**src/rtl/reload_and_wakeup_timers_consts.svh**
```systemverilog
/*
  Register offsets, field positions and fixed counts of the reload and
  wake-up timer block. Assumes an 8-bit register port with 8-bit addresses.
*/
`ifndef RELOAD_AND_WAKEUP_TIMERS_CONSTS_SVH
`define RELOAD_AND_WAKEUP_TIMERS_CONSTS_SVH

// ==========================================================================
// register offsets
`define ADDR_GEN_CTRL        8'h1e
`define ADDR_GEN_RELOAD_HI   8'h1f
`define ADDR_GEN_RELOAD_LO   8'h20
`define ADDR_GEN_COUNT_HI    8'h21
`define ADDR_GEN_COUNT_LO    8'h22
`define ADDR_WAKE_CTRL       8'h23
`define ADDR_WAKE_RELOAD_HI  8'h24
`define ADDR_WAKE_RELOAD_LO  8'h25
`define ADDR_WAKE_COUNT_HI   8'h26
`define ADDR_WAKE_COUNT_LO   8'h27
`define ADDR_TIMER_STATUS    8'h30
`define ADDR_TIMER_COMMAND   8'h31

// ==========================================================================
// field positions
`define WAKE_RUN_BIT         7
`define WAKE_STROBE_BIT      6
`define GEN_STOP_RX_BIT      7
`define STATUS_WAKE_FLAG_BIT 0
`define STATUS_GEN_FLAG_BIT  1
`define CMD_START_BIT        0
`define CMD_STOP_BIT         1

// ==========================================================================
// reset values and counts
`define RESET_BYTE           8'h00
`define RESET_WORD           16'h0000
`define COUNT_ONE            16'h0001
`define WAKE_DIV1_LAST       5'h00
`define WAKE_DIV8_LAST       5'h07
`define WAKE_DIV16_LAST      5'h0f
`define WAKE_DIV32_LAST      5'h1f

`endif

```
**src/rtl/reload_and_wakeup_timers_pkg.sv**
```systemverilog
/*
  Types of the reload and wake-up timer block: modes, control fields and
  the whole state of the block as one packed struct.
  Assumes nothing beyond a SystemVerilog compiler.
*/
package reload_and_wakeup_timers_pkg;

  // ========================================================================
  // modes
  typedef enum logic [1:0] {
    GEN_START_NONE    = 2'b00,
    GEN_START_TX_END  = 2'b01,
    GEN_START_TRIM    = 2'b10,
    GEN_START_TRIM_UF = 2'b11
  } gen_start_mode_t;

  typedef enum logic [1:0] {
    LOW_POWER_CARD_DETECTION_IDLE    = 2'b00,
    LOW_POWER_CARD_DETECTION_FIELD   = 2'b01,
    LOW_POWER_CARD_DETECTION_VERDICT = 2'b10
  } low_power_card_detection_phase_t;

  // ========================================================================
  // control fields
  typedef struct packed {
    logic gen_timer_stop_on_receive;
    gen_start_mode_t gen_timer_start_mode;
    logic gen_timer_auto_reload;
    logic [1:0] gen_timer_clock_select;
  } gen_ctrl_t;

  typedef struct packed {
    logic wake_timer_auto_trim_enable;
    logic wake_timer_card_detect_enable;
    logic wake_timer_auto_reload;
    logic wake_timer_auto_resume;
    logic [1:0] wake_timer_clock_select;
  } wake_ctrl_t;

  // ========================================================================
  // whole block state
  typedef struct packed {
    logic [2:0] osc_sync;
    logic osc_lvl;
    gen_ctrl_t gen_ctrl;
    logic [15:0] gen_reload;
    logic [15:0] gen_count;
    logic gen_run;
    logic gen_trim_armed;
    wake_ctrl_t wake_ctrl;
    logic [15:0] wake_reload;
    logic [15:0] wake_count;
    logic wake_run;
    logic [4:0] prescale;
    logic wake_flag;
    logic gen_flag;
    low_power_card_detection_phase_t low_power_card_detection;
    logic [7:0] rd_data;
    logic gen_uf_pulse;
    logic trim_launch;
    logic low_power_card_detection_start;
    logic rf_on;
    logic card_irq;
    logic power_down_req;
    logic auto_wake;
  } state_t;

endpackage

```
**src/rtl/reload_and_wakeup_timers.sv**
```systemverilog
/*
  General 16-bit reload timer and 16-bit wake-up timer with register port,
  automatic trimming launch and low-power card detection sequencing.
  Assumes: tick inputs and event pulses are one-cycle pulses on i_ref_clk;
  the slow oscillator arrives asynchronously on i_slow_osc.
*/
// Overview of operation
// - general timer clock picked by two-bit selector
// - upper reload byte register, loaded at start
// - lower reload byte register, combined at load
// - reload writes never disturb running count
// - live count readable as two bytes
// - wake control bit 7 shows running
// - write-only bit 6 gates run change
// - wake underflow launches trimming when enabled
// - wake underflow starts card detection when enabled
// - card detection restarts wake countdown immediately
// - general timer sets RF field time
// - wake auto reload or card detection continues, else stops
// - wake underflow sets its interrupt flag
// - auto resume wakes device, permits power-down
// - wake clock undivided or divided 8/16/32
// - wake timer 16 bits, reload at start
// - start modes: none, tx end, trimming
// - general auto reload continues, else stops; trimming without underflow parks at zero, running
// - stop after four received bits unless trimming
`include "reload_and_wakeup_timers_consts.svh"
`timescale 1ns/1ns
`default_nettype none

module reload_and_wakeup_timers (
  // clock and reset
  input wire logic i_ref_clk,
  input wire logic i_nrst,
  // register port
  input wire logic [7:0] i_addr,
  input wire logic [7:0] i_wr_data,
  input wire logic i_wr,
  input wire logic i_rd,
  output logic [7:0] o_rd_data,
  // clock sources
  input wire logic i_slow_osc,
  input wire logic i_tick_13m56,
  input wire logic i_tick_211k,
  input wire logic i_timer0_underflow,
  input wire logic i_timer1_underflow,
  // link events
  input wire logic i_tx_end,
  input wire logic i_rx_4bits,
  input wire logic i_card_detected,
  input wire logic i_card_absent,
  // status and requests
  output logic o_wake_running,
  output logic o_wake_underflow_flag,
  output logic o_gen_underflow_flag,
  output logic o_gen_underflow,
  output logic o_trim_launch,
  output logic o_card_detect_start,
  output logic o_rf_field_on,
  output logic o_card_irq,
  output logic o_power_down_req,
  output logic o_auto_wake
);

  // ========================================================================
  // helpers
  function automatic logic [4:0] wake_div_last(input logic [1:0] sel);
    case (sel)
      2'b00: wake_div_last = `WAKE_DIV1_LAST;
      2'b01: wake_div_last = `WAKE_DIV8_LAST;
      2'b10: wake_div_last = `WAKE_DIV16_LAST;
      default: wake_div_last = `WAKE_DIV32_LAST;
    endcase
  endfunction

  function automatic logic is_trim(input reload_and_wakeup_timers_pkg::gen_start_mode_t m);
    is_trim = (m == reload_and_wakeup_timers_pkg::GEN_START_TRIM) ||
              (m == reload_and_wakeup_timers_pkg::GEN_START_TRIM_UF);
  endfunction

  reload_and_wakeup_timers_pkg::state_t r;
  reload_and_wakeup_timers_pkg::state_t n;

  logic osc_stable;
  logic osc_rise;
  logic ctrl_wr;
  logic trim_mode;
  logic wake_tick;
  logic wake_uf;
  logic gen_tick;
  logic gen_uf;
  logic gen_load;
  logic gen_halt;
  logic cmd_start;
  logic cmd_stop;
  logic clr_wake;
  logic clr_gen;

  // ========================================================================
  // next state
  always_comb begin
    n = r;
    n.gen_uf_pulse = 1'b0;
    n.trim_launch = 1'b0;
    n.low_power_card_detection_start = 1'b0;
    n.card_irq = 1'b0;
    n.power_down_req = 1'b0;
    n.auto_wake = 1'b0;

    // slow oscillator: three stages, a change counts once stages two and three agree
    n.osc_sync = {r.osc_sync[1:0], i_slow_osc};
    osc_stable = (r.osc_sync[1] == r.osc_sync[2]);
    osc_rise = osc_stable && r.osc_sync[2] && !r.osc_lvl;
    if (osc_stable) begin
      n.osc_lvl = r.osc_sync[2];
    end

    ctrl_wr = i_wr && (i_addr == `ADDR_WAKE_CTRL) && i_wr_data[`WAKE_STROBE_BIT];
    cmd_start = i_wr && (i_addr == `ADDR_TIMER_COMMAND) && i_wr_data[`CMD_START_BIT];
    cmd_stop = i_wr && (i_addr == `ADDR_TIMER_COMMAND) && i_wr_data[`CMD_STOP_BIT];
    clr_wake = i_wr && (i_addr == `ADDR_TIMER_STATUS) && i_wr_data[`STATUS_WAKE_FLAG_BIT];
    clr_gen = i_wr && (i_addr == `ADDR_TIMER_STATUS) && i_wr_data[`STATUS_GEN_FLAG_BIT];
    trim_mode = is_trim(r.gen_ctrl.gen_timer_start_mode);

    // register writes; reload bytes only stored, counters untouched
    if (i_wr) begin
      case (i_addr)
        `ADDR_GEN_CTRL: begin
          n.gen_ctrl = reload_and_wakeup_timers_pkg::gen_ctrl_t'(
            {i_wr_data[7], i_wr_data[5:4], i_wr_data[3], i_wr_data[1:0]});
        end
        `ADDR_GEN_RELOAD_HI: begin
          n.gen_reload[15:8] = i_wr_data;
        end
        `ADDR_GEN_RELOAD_LO: begin
          n.gen_reload[7:0] = i_wr_data;
        end
        `ADDR_WAKE_CTRL: begin
          n.wake_ctrl = reload_and_wakeup_timers_pkg::wake_ctrl_t'(i_wr_data[5:0]);
        end
        `ADDR_WAKE_RELOAD_HI: begin
          n.wake_reload[15:8] = i_wr_data;
        end
        `ADDR_WAKE_RELOAD_LO: begin
          n.wake_reload[7:0] = i_wr_data;
        end
        default: begin
        end
      endcase
    end

    // ======================================================================
    // wake-up timer
    wake_tick = r.wake_run && osc_rise && (r.prescale == wake_div_last(r.wake_ctrl.wake_timer_clock_select));
    wake_uf = wake_tick && (r.wake_count <= `COUNT_ONE);
    if (r.wake_run && osc_rise) begin
      n.prescale = wake_tick ? 5'h00 : r.prescale + 5'h01;
    end
    if (wake_uf) begin
      // card detection forces back-to-back periods with no idle gap
      if (r.wake_ctrl.wake_timer_auto_reload || r.wake_ctrl.wake_timer_card_detect_enable) begin
        n.wake_count = r.wake_reload;
      end else begin
        n.wake_count = `RESET_WORD;
        n.wake_run = 1'b0;
      end
      n.trim_launch = r.wake_ctrl.wake_timer_auto_trim_enable;
      n.low_power_card_detection_start = r.wake_ctrl.wake_timer_card_detect_enable;
      n.auto_wake = r.wake_ctrl.wake_timer_auto_resume;
    end else if (wake_tick) begin
      n.wake_count = r.wake_count - `COUNT_ONE;
    end
    // software start or stop wins over a same-cycle underflow
    if (ctrl_wr) begin
      n.wake_run = i_wr_data[`WAKE_RUN_BIT];
      if (i_wr_data[`WAKE_RUN_BIT]) begin
        n.wake_count = r.wake_reload;
        n.prescale = 5'h00;
      end
    end

    // ======================================================================
    // general timer
    case (r.gen_ctrl.gen_timer_clock_select)
      2'b00: gen_tick = i_tick_13m56;
      2'b01: gen_tick = i_tick_211k;
      2'b10: gen_tick = i_timer0_underflow;
      default: gen_tick = i_timer1_underflow;
    endcase
    // trimming without underflow parks at zero instead of reporting
    gen_uf = r.gen_run && gen_tick && (r.gen_count <= `COUNT_ONE) &&
             (r.gen_ctrl.gen_timer_start_mode != reload_and_wakeup_timers_pkg::GEN_START_TRIM);
    gen_load = (cmd_start && !trim_mode) ||
               ((r.gen_ctrl.gen_timer_start_mode == reload_and_wakeup_timers_pkg::GEN_START_TX_END) && i_tx_end) ||
               (wake_uf && r.wake_ctrl.wake_timer_card_detect_enable) ||
               (trim_mode && osc_rise && !r.gen_run && r.gen_trim_armed);
    gen_halt = cmd_stop ||
               (r.gen_ctrl.gen_timer_stop_on_receive && !trim_mode && i_rx_4bits) ||
               (trim_mode && osc_rise && r.gen_run);
    if (r.gen_run && gen_tick) begin
      if (r.gen_count <= `COUNT_ONE) begin
        if (gen_uf && r.gen_ctrl.gen_timer_auto_reload) begin
          n.gen_count = r.gen_reload;
        end else begin
          n.gen_count = `RESET_WORD;
          if (gen_uf) begin
            n.gen_run = 1'b0;
          end
        end
      end else begin
        n.gen_count = r.gen_count - `COUNT_ONE;
      end
    end
    if (gen_halt) begin
      n.gen_run = 1'b0;
    end
    if (gen_load) begin
      n.gen_count = r.gen_reload;
      n.gen_run = 1'b1;
    end
    // trimming waits armed for the next oscillator rising edge
    if ((cmd_start && trim_mode) || (wake_uf && r.wake_ctrl.wake_timer_auto_trim_enable)) begin
      n.gen_trim_armed = 1'b1;
    end else if (cmd_stop || (gen_load && trim_mode)) begin
      n.gen_trim_armed = 1'b0;
    end

    // ======================================================================
    // card detection sequence
    case (r.low_power_card_detection)
      reload_and_wakeup_timers_pkg::LOW_POWER_CARD_DETECTION_IDLE: begin
        if (wake_uf && r.wake_ctrl.wake_timer_card_detect_enable) begin
          n.low_power_card_detection = reload_and_wakeup_timers_pkg::LOW_POWER_CARD_DETECTION_FIELD;
        end
      end
      reload_and_wakeup_timers_pkg::LOW_POWER_CARD_DETECTION_FIELD: begin
        if (gen_uf || gen_halt || !r.gen_run) begin
          n.low_power_card_detection = reload_and_wakeup_timers_pkg::LOW_POWER_CARD_DETECTION_VERDICT;
        end
      end
      reload_and_wakeup_timers_pkg::LOW_POWER_CARD_DETECTION_VERDICT: begin
        if (i_card_detected) begin
          n.card_irq = 1'b1;
          n.low_power_card_detection = reload_and_wakeup_timers_pkg::LOW_POWER_CARD_DETECTION_IDLE;
        end else if (i_card_absent) begin
          n.power_down_req = r.wake_ctrl.wake_timer_auto_resume;
          n.low_power_card_detection = reload_and_wakeup_timers_pkg::LOW_POWER_CARD_DETECTION_IDLE;
        end
      end
      default: begin
        n.low_power_card_detection = reload_and_wakeup_timers_pkg::LOW_POWER_CARD_DETECTION_IDLE;
      end
    endcase
    // a new wake underflow restarts the field phase from any phase
    if (wake_uf && r.wake_ctrl.wake_timer_card_detect_enable) begin
      n.low_power_card_detection = reload_and_wakeup_timers_pkg::LOW_POWER_CARD_DETECTION_FIELD;
    end
    n.rf_on = (n.low_power_card_detection == reload_and_wakeup_timers_pkg::LOW_POWER_CARD_DETECTION_FIELD);

    // ======================================================================
    // sticky flags: a same-cycle event beats the clear
    n.wake_flag = (r.wake_flag && !clr_wake) || wake_uf;
    n.gen_flag = (r.gen_flag && !clr_gen) || gen_uf;
    n.gen_uf_pulse = gen_uf;

    // read data stand for exactly one cycle
    n.rd_data = `RESET_BYTE;
    if (i_rd) begin
      case (i_addr)
        `ADDR_GEN_CTRL: n.rd_data = {r.gen_ctrl.gen_timer_stop_on_receive, 1'b0,
          r.gen_ctrl.gen_timer_start_mode, r.gen_ctrl.gen_timer_auto_reload, 1'b0,
          r.gen_ctrl.gen_timer_clock_select};
        `ADDR_GEN_RELOAD_HI: n.rd_data = r.gen_reload[15:8];
        `ADDR_GEN_RELOAD_LO: n.rd_data = r.gen_reload[7:0];
        `ADDR_GEN_COUNT_HI: n.rd_data = r.gen_count[15:8];
        `ADDR_GEN_COUNT_LO: n.rd_data = r.gen_count[7:0];
        `ADDR_WAKE_CTRL: n.rd_data = {r.wake_run, 1'b0, r.wake_ctrl};
        `ADDR_WAKE_RELOAD_HI: n.rd_data = r.wake_reload[15:8];
        `ADDR_WAKE_RELOAD_LO: n.rd_data = r.wake_reload[7:0];
        `ADDR_WAKE_COUNT_HI: n.rd_data = r.wake_count[15:8];
        `ADDR_WAKE_COUNT_LO: n.rd_data = r.wake_count[7:0];
        `ADDR_TIMER_STATUS: n.rd_data = {6'h00, r.gen_flag, r.wake_flag};
        default: n.rd_data = `RESET_BYTE;
      endcase
    end
  end

  // ========================================================================
  // state register
  always_ff @(posedge i_ref_clk or negedge i_nrst) begin
    if (!i_nrst) begin
      r <= '0;
    end else begin
      r <= n;
    end
  end

  assign o_rd_data = r.rd_data;
  assign o_wake_running = r.wake_run;
  assign o_wake_underflow_flag = r.wake_flag;
  assign o_gen_underflow_flag = r.gen_flag;
  assign o_gen_underflow = r.gen_uf_pulse;
  assign o_trim_launch = r.trim_launch;
  assign o_card_detect_start = r.low_power_card_detection_start;
  assign o_rf_field_on = r.rf_on;
  assign o_card_irq = r.card_irq;
  assign o_power_down_req = r.power_down_req;
  assign o_auto_wake = r.auto_wake;
endmodule

`default_nettype wire

```
**config.mk**
```make
export PLATFORM = sky130hd
export DESIGN_NAME = reload_and_wakeup_timers
export DESIGN_NICKNAME = d
export VERILOG_FILES = /design/src/rtl/reload_and_wakeup_timers_pkg.sv /design/src/rtl/reload_and_wakeup_timers.sv
export VERILOG_INCLUDE_DIRS = /design/src /design/src/rtl
export SDC_FILE = /design/constraint.sdc
export NUM_CORES = 1
export LEC_CHECK = 0
export BUFFER_PORTS_ARGS = -buffer_cell sky130_fd_sc_hd__buf_4
export CORE_UTILIZATION = 30
export DETAILED_ROUTE_END_ITERATION = 7
export GPL_TIMING_DRIVEN = 0
export SYNTH_ARGS = -nofsm -noshare
export SYNTH_HDL_FRONTEND = slang
export SYNTH_SLANG_ARGS = --single-unit
```
**constraint.sdc**
```tcl
create_clock -name i_ref_clk -period 3 [get_ports i_ref_clk]
set_input_delay 0.15 -clock i_ref_clk [delete_from_list [all_inputs] [get_ports i_ref_clk]]
set_output_delay 0.15 -clock i_ref_clk [all_outputs]
set_load 0.01 [all_outputs]
```
==> impl_metrics.prom <==
# TYPE chip_impl_metric gauge
chip_impl_metric{name="timing.final.crit_share",unit="%"} 90.6
chip_impl_metric{name="reg2reg_slack",unit="ns"} 0.28
chip_impl_metric{name="floorplan.io_pins",unit=""} 47
chip_impl_metric{name="worst_slew_pin_slew",unit="ns"} 1.18
chip_impl_metric{name="drc",unit=""} 0
chip_impl_metric{name="globalRoute.totalOverflow",unit=""} 0
chip_impl_info{name="timing.critical_path.to_type",value="flip-flop"} 1
chip_impl_metric{name="syn_nets",unit=""} 590
chip_impl_metric{name="syn-mean-instance-area",unit="um2"} 10.4
chip_impl_metric{name="ff_latch_area",unit="um2"} 2680
chip_impl_metric{name="num_cts_buffers",unit=""} 9
chip_impl_metric{name="vias_per_cell",unit=""} 5.50
chip_impl_metric{name="maxCapViolCount",unit=""} 0
chip_impl_metric{name="synth-edff-count",unit=""} 0
chip_impl_metric{name="synthCells",unit=""} 555
chip_impl_metric{name="slew_headroom",unit="%"} 20.2
chip_impl_metric{name="min_path_cells",unit=""} 3
chip_impl_info{name="top_family_by_delay_on_critical_path",value="simple AND/OR/NAND/NOR gates"} 1
chip_impl_metric{name="power-per-cell-area",unit="nW/um2"} 699
chip_impl_metric{name="synth_async_sr_flop_share",unit="%"} 100
chip_impl_metric{name="fin_setup_tns",unit="ns"} 0
chip_impl_metric{name="grt_pass1_vias",unit=""} 4754
chip_impl_info{name="r2r-end",value="r[37]"} 1
chip_impl_metric{name="global_route.usage.met2",unit="%"} 28.8
chip_impl_metric{name="finalCriticalPeriod",unit="ns"} 2.72
chip_impl_metric{name="clk_latency",unit="ns"} 0.36
chip_impl_info{name="cts_tree",value="done"} 1
chip_impl_metric{name="final-max-slew-violation-count",unit=""} 0
chip_impl_metric{name="syn2layout_area_growth",unit="%"} 17.4
chip_impl_metric{name="setup_viol",unit=""} 0
chip_impl_info{name="globalRoute.busiestLayer",value="met2"} 1
chip_impl_metric{name="die_y",unit="um"} 141
chip_impl_info{name="crit_chain",value="nor4_2 > and4b_1 > and2_1 > clkbuf_2 > nand2_1 > o21ai_2 > buf_2 > a21o_1"} 1
chip_impl_metric{name="clock_sinks",unit=""} 107
chip_impl_info{name="root_buffer",value="sky130_fd_sc_hd__clkbuf_16"} 1
chip_impl_metric{name="grt_first_pass_wirelength",unit="um"} 27800
chip_impl_info{name="hold_path.startpoint",value="i_card_absent"} 1
chip_impl_metric{name="combined_area_of_the_multi_input_logic_cells",unit="um2"} 2910
chip_impl_metric{name="worst_ir_drop_vdd",unit="mV"} 0.289
chip_impl_metric{name="layout-drive-gt1-share",unit="%"} 22.2
chip_impl_info{name="grt_setup_unrepaired",value="false"} 1
chip_impl_metric{name="path_max_fanout",unit=""} 10
chip_impl_metric{name="synth_seq_area_share",unit="%"} 46.2
chip_impl_info{name="setup.worst_path.class",value="reg2reg"} 1
chip_impl_metric{name="largest_register_ffs",unit=""} 87
chip_impl_metric{name="io_buffer_count",unit=""} 42
chip_impl_metric{name="timing.fmax",unit="GHz"} 0.368
chip_impl_metric{name="initial_antenna_violation_count",unit=""} 0
chip_impl_metric{name="antenna_violating_nets_post_route",unit=""} 0
chip_impl_metric{name="post-layout-total-power",unit="mW"} 4.75
chip_impl_metric{name="finClkSkew",unit="ns"} 0.00734
chip_impl_metric{name="cts-resized-gates",unit=""} 0
chip_impl_metric{name="nets",unit=""} 647
chip_impl_info{name="worstHoldEndpoint",value="o_power_down_req"} 1
chip_impl_metric{name="post_synth_cell_types",unit=""} 64
chip_impl_metric{name="grt_max_degree",unit=""} 108
chip_impl_info{name="cp_slowest_cell",value="sky130_fd_sc_hd__nor4_2"} 1
chip_impl_metric{name="max_stage_delay",unit="ns"} 0.55
chip_impl_info{name="kind_of_launch_point_of_the_worst_setup_path",value="flip-flop"} 1
chip_impl_info{name="rr_startpoint",value="r[28]"} 1
chip_impl_metric{name="fillCellCount",unit=""} 1877
chip_impl_metric{name="leakage",unit="nW"} 3.02
chip_impl_metric{name="path_buf_inv",unit=""} 2
chip_impl_metric{name="dieWidth",unit="um"} 141
chip_impl_metric{name="worst_setup_hold_path_clk_slew",unit="ns"} 0.07
chip_impl_metric{name="gr-usage-met3",unit="%"} 3.29
chip_impl_metric{name="detail_route.wl_per_cell",unit="um"} 19.9
chip_impl_metric{name="postRouteWirelength",unit="um"} 17400
chip_impl_metric{name="floorplan.core_area",unit="um2"} 18800
chip_impl_metric{name="timing.final.hold_violations",unit=""} 0
chip_impl_metric{name="dp_hpwl",unit="um"} 12900
chip_impl_metric{name="drt_iter0_drc",unit=""} 384
chip_impl_metric{name="worst_ep_arrival_time",unit="ns"} 3.01
chip_impl_metric{name="design.die.area",unit="um2"} 19900
chip_impl_metric{name="synth_seq_cells",unit=""} 107
chip_impl_metric{name="synthesis.yosys.warnings",unit=""} 0
chip_impl_info{name="regMostFlops",value="r"} 1
chip_impl_metric{name="detailedRoute.firstPassIterationCount",unit=""} 5
chip_impl_metric{name="cts_buffer_depth",unit=""} 2
chip_impl_metric{name="antenna_cells_inserted",unit=""} 0
chip_impl_metric{name="rows",unit=""} 50
chip_impl_metric{name="post_synth_instance_area",unit="um2"} 5790
chip_impl_metric{name="reg2regPathDepth",unit=""} 8
chip_impl_metric{name="worst-endpoint-required",unit="ns"} 3.29
chip_impl_metric{name="gr-usage-met1",unit="%"} 25.9
chip_impl_info{name="ys.flop_type",value="sky130_fd_sc_hd__dfrtp_1"} 1
chip_impl_metric{name="initial_core_util",unit="%"} 30.8
chip_impl_metric{name="dr_vias",unit=""} 4823
chip_impl_metric{name="ctsHtreeMaxLevel",unit=""} 3
chip_impl_info{name="worst_hold_path_type",value="in2reg"} 1
chip_impl_info{name="status",value="complete, no violations"} 1
chip_impl_metric{name="track_usage",unit="%"} 18.5
chip_impl_metric{name="globalplace.congestion",unit=""} 0.950
[worst register-to-register path: cells and delay by family (launching register included)]
kind | cells | cell delay, ns
AND/OR/NAND/NOR | 4 | 1.19
buffers and inverters | 2 | 0.52
AO/OA/AOI/OAI | 2 | 0.49
flip-flops | 1 | 0.46
[synthesized netlist by cell type, types with 3 or more instances]
| cell type | instances | area share [%] |
|---|---|---|
| sky130_fd_sc_hd__a22o_1 | 4 | 0.60 |
| sky130_fd_sc_hd__mux2_2 | 48 | 9.3 |
| sky130_fd_sc_hd__mux2i_1 | 18 | 3.1 |
| sky130_fd_sc_hd__nand3_1 | 5 | 0.43 |
| sky130_fd_sc_hd__and3_1 | 6 | 0.65 |
| sky130_fd_sc_hd__and2_1 | 3 | 0.32 |
| sky130_fd_sc_hd__clkbuf_1 | 15 | 0.97 |
| sky130_fd_sc_hd__o31ai_1 | 4 | 0.52 |
| sky130_fd_sc_hd__a22oi_1 | 15 | 1.9 |
| sky130_fd_sc_hd__o22ai_1 | 7 | 0.76 |
| sky130_fd_sc_hd__nor4_1 | 10 | 1.1 |
| sky130_fd_sc_hd__buf_4 | 9 | 1.2 |
| sky130_fd_sc_hd__nor2b_1 | 5 | 0.54 |
| sky130_fd_sc_hd__ha_1 | 6 | 1.3 |
| sky130_fd_sc_hd__nand2_1 | 33 | 2.1 |
| sky130_fd_sc_hd__or4_1 | 9 | 1.2 |
| sky130_fd_sc_hd__nand4_1 | 16 | 1.7 |
| sky130_fd_sc_hd__o21ai_0 | 20 | 1.7 |
| sky130_fd_sc_hd__buf_1 | 5 | 0.32 |
| sky130_fd_sc_hd__xor2_1 | 10 | 1.5 |
| sky130_fd_sc_hd__a21oi_1 | 29 | 2.5 |
| sky130_fd_sc_hd__a221oi_1 | 4 | 0.60 |
| sky130_fd_sc_hd__dfrtp_1 | 107 | 46 |
| sky130_fd_sc_hd__nand3b_1 | 6 | 0.78 |
| sky130_fd_sc_hd__nor3_1 | 20 | 1.7 |
| sky130_fd_sc_hd__nand2b_1 | 7 | 0.76 |
| sky130_fd_sc_hd__o2bb2ai_1 | 15 | 2.3 |
| sky130_fd_sc_hd__nor2_1 | 37 | 2.4 |
| sky130_fd_sc_hd__a21o_1 | 14 | 1.8 |
| sky130_fd_sc_hd__nor4b_1 | 4 | 0.60 |
| sky130_fd_sc_hd__a31oi_1 | 6 | 0.65 |
| sky130_fd_sc_hd__or3_1 | 9 | 0.97 |
| sky130_fd_sc_hd__buf_2 | 4 | 0.35 |
| sky130_fd_sc_hd__inv_1 | 6 | 0.39 |
| sky130_fd_sc_hd__nor3b_1 | 3 | 0.39 |
[routing by layer]
metal / routed length (um) / up-vias / part of all wire [%]
met5: 0 / - / 0
met4: 395 / 0 / 2.3
met3: 1190 / 27 / 6.8
met2: 7780 / 204 / 45
met1: 8080 / 2397 / 46
li1: - / 2195 / -
[placed cells by master (no fill, tap or decap), types with 5 or more instances in the layout]
cell                        instances
sky130_fd_sc_hd__a21o_1            14
sky130_fd_sc_hd__nor3_1            20
sky130_fd_sc_hd__o21ai_0           20
sky130_fd_sc_hd__a21oi_1           29
sky130_fd_sc_hd__or3_1              9
sky130_fd_sc_hd__nor2b_1            5
sky130_fd_sc_hd__inv_1              6
sky130_fd_sc_hd__mux2_2            48
sky130_fd_sc_hd__or4_1              9
sky130_fd_sc_hd__a31oi_1            6
sky130_fd_sc_hd__a22oi_1           15
sky130_fd_sc_hd__o2bb2ai_1         15
sky130_fd_sc_hd__buf_1              5
sky130_fd_sc_hd__nand3b_1           6
sky130_fd_sc_hd__clkbuf_16          9
sky130_fd_sc_hd__nor2_1            37
sky130_fd_sc_hd__ha_1               6
sky130_fd_sc_hd__nand2b_1           7
sky130_fd_sc_hd__and3_1             6
sky130_fd_sc_hd__buf_4             50
sky130_fd_sc_hd__clkbuf_1          17
sky130_fd_sc_hd__nand2_1           33
sky130_fd_sc_hd__o22ai_1            7
sky130_fd_sc_hd__xor2_1            10
sky130_fd_sc_hd__nand3_1            5
sky130_fd_sc_hd__mux2i_1           18
sky130_fd_sc_hd__nand4_1           16
sky130_fd_sc_hd__nor4_1            10
sky130_fd_sc_hd__dfrtp_1          107
[cell type report]
cell class                      count  share of cell area [%]
Buffer                             35                    2.63
Timing Repair Buffer               46                    5.54
Inverter                            6                   0.331
Clock buffer                       12                    3.63
Sequential cell                   107                    39.4
Tap cell                          260                    4.79
Clock inverter                      4                   0.829
Multi-Input combinational cell    407                    42.8
[logic make-up after synthesis]
kind of cell    Yosys count  synth area share [%]
mux                      68                  13.2
buf+inv                  41                  3.48
simple gates            191                  18.7
fa+ha+maj                 6                  1.30
flops                   107                  46.2
compound gates          130                  15.2
xor+xnor                 12                  1.82
[what timing repair did]
| action | 4_1_cts | 5_1_grt |
|---|---|---|
| hold buffers | 2 | 1 |
| buffers inserted | 0 | 0 |
| hold endpoints to repair | 2 | 107 |
| setup endpoints to repair | 0 | 0 |
[worst max path at each step]
| stage | from | endpoint | cells past startpoint |
|---|---|---|---|
| global route | r[58] | r[37] | 8 |
| detailed placement | r[58] | r[38] | 8 |
| finish | r[28] | r[37] | 8 |
| CTS | r[28] | r[37] | 8 |
| global placement | r[27] | r[26] | 9 |
| floorplan | r[27] | r[34] | 7 |
[power by group]
| part | switching (mW) | internal (mW) | total, mW |
|---|---|---|---|
| Clock | 0.563 | 0.680 | 1.24 |
| Sequential | 0.411 | 1.70 | 2.11 |
| Combinational | 0.813 | 0.588 | 1.40 |
[through the flow]
stage	utilization [%]	instance area (um2)	std cells	worst slack, ns	hold WS [ns]
finish	36.1	6800	877	0.283	0.0471
detailed placement	34.2	6430	857	0.380	0.261
global placement	34.2	6430	857	0.411	0.268
CTS	35.9	6750	875	0.356	0.0379
floorplan	-	5790	555	0.801	-0.146
global route	36.1	6800	877	0.144	0.0523
Note: power is estimated with default switching activity, not from simulation.
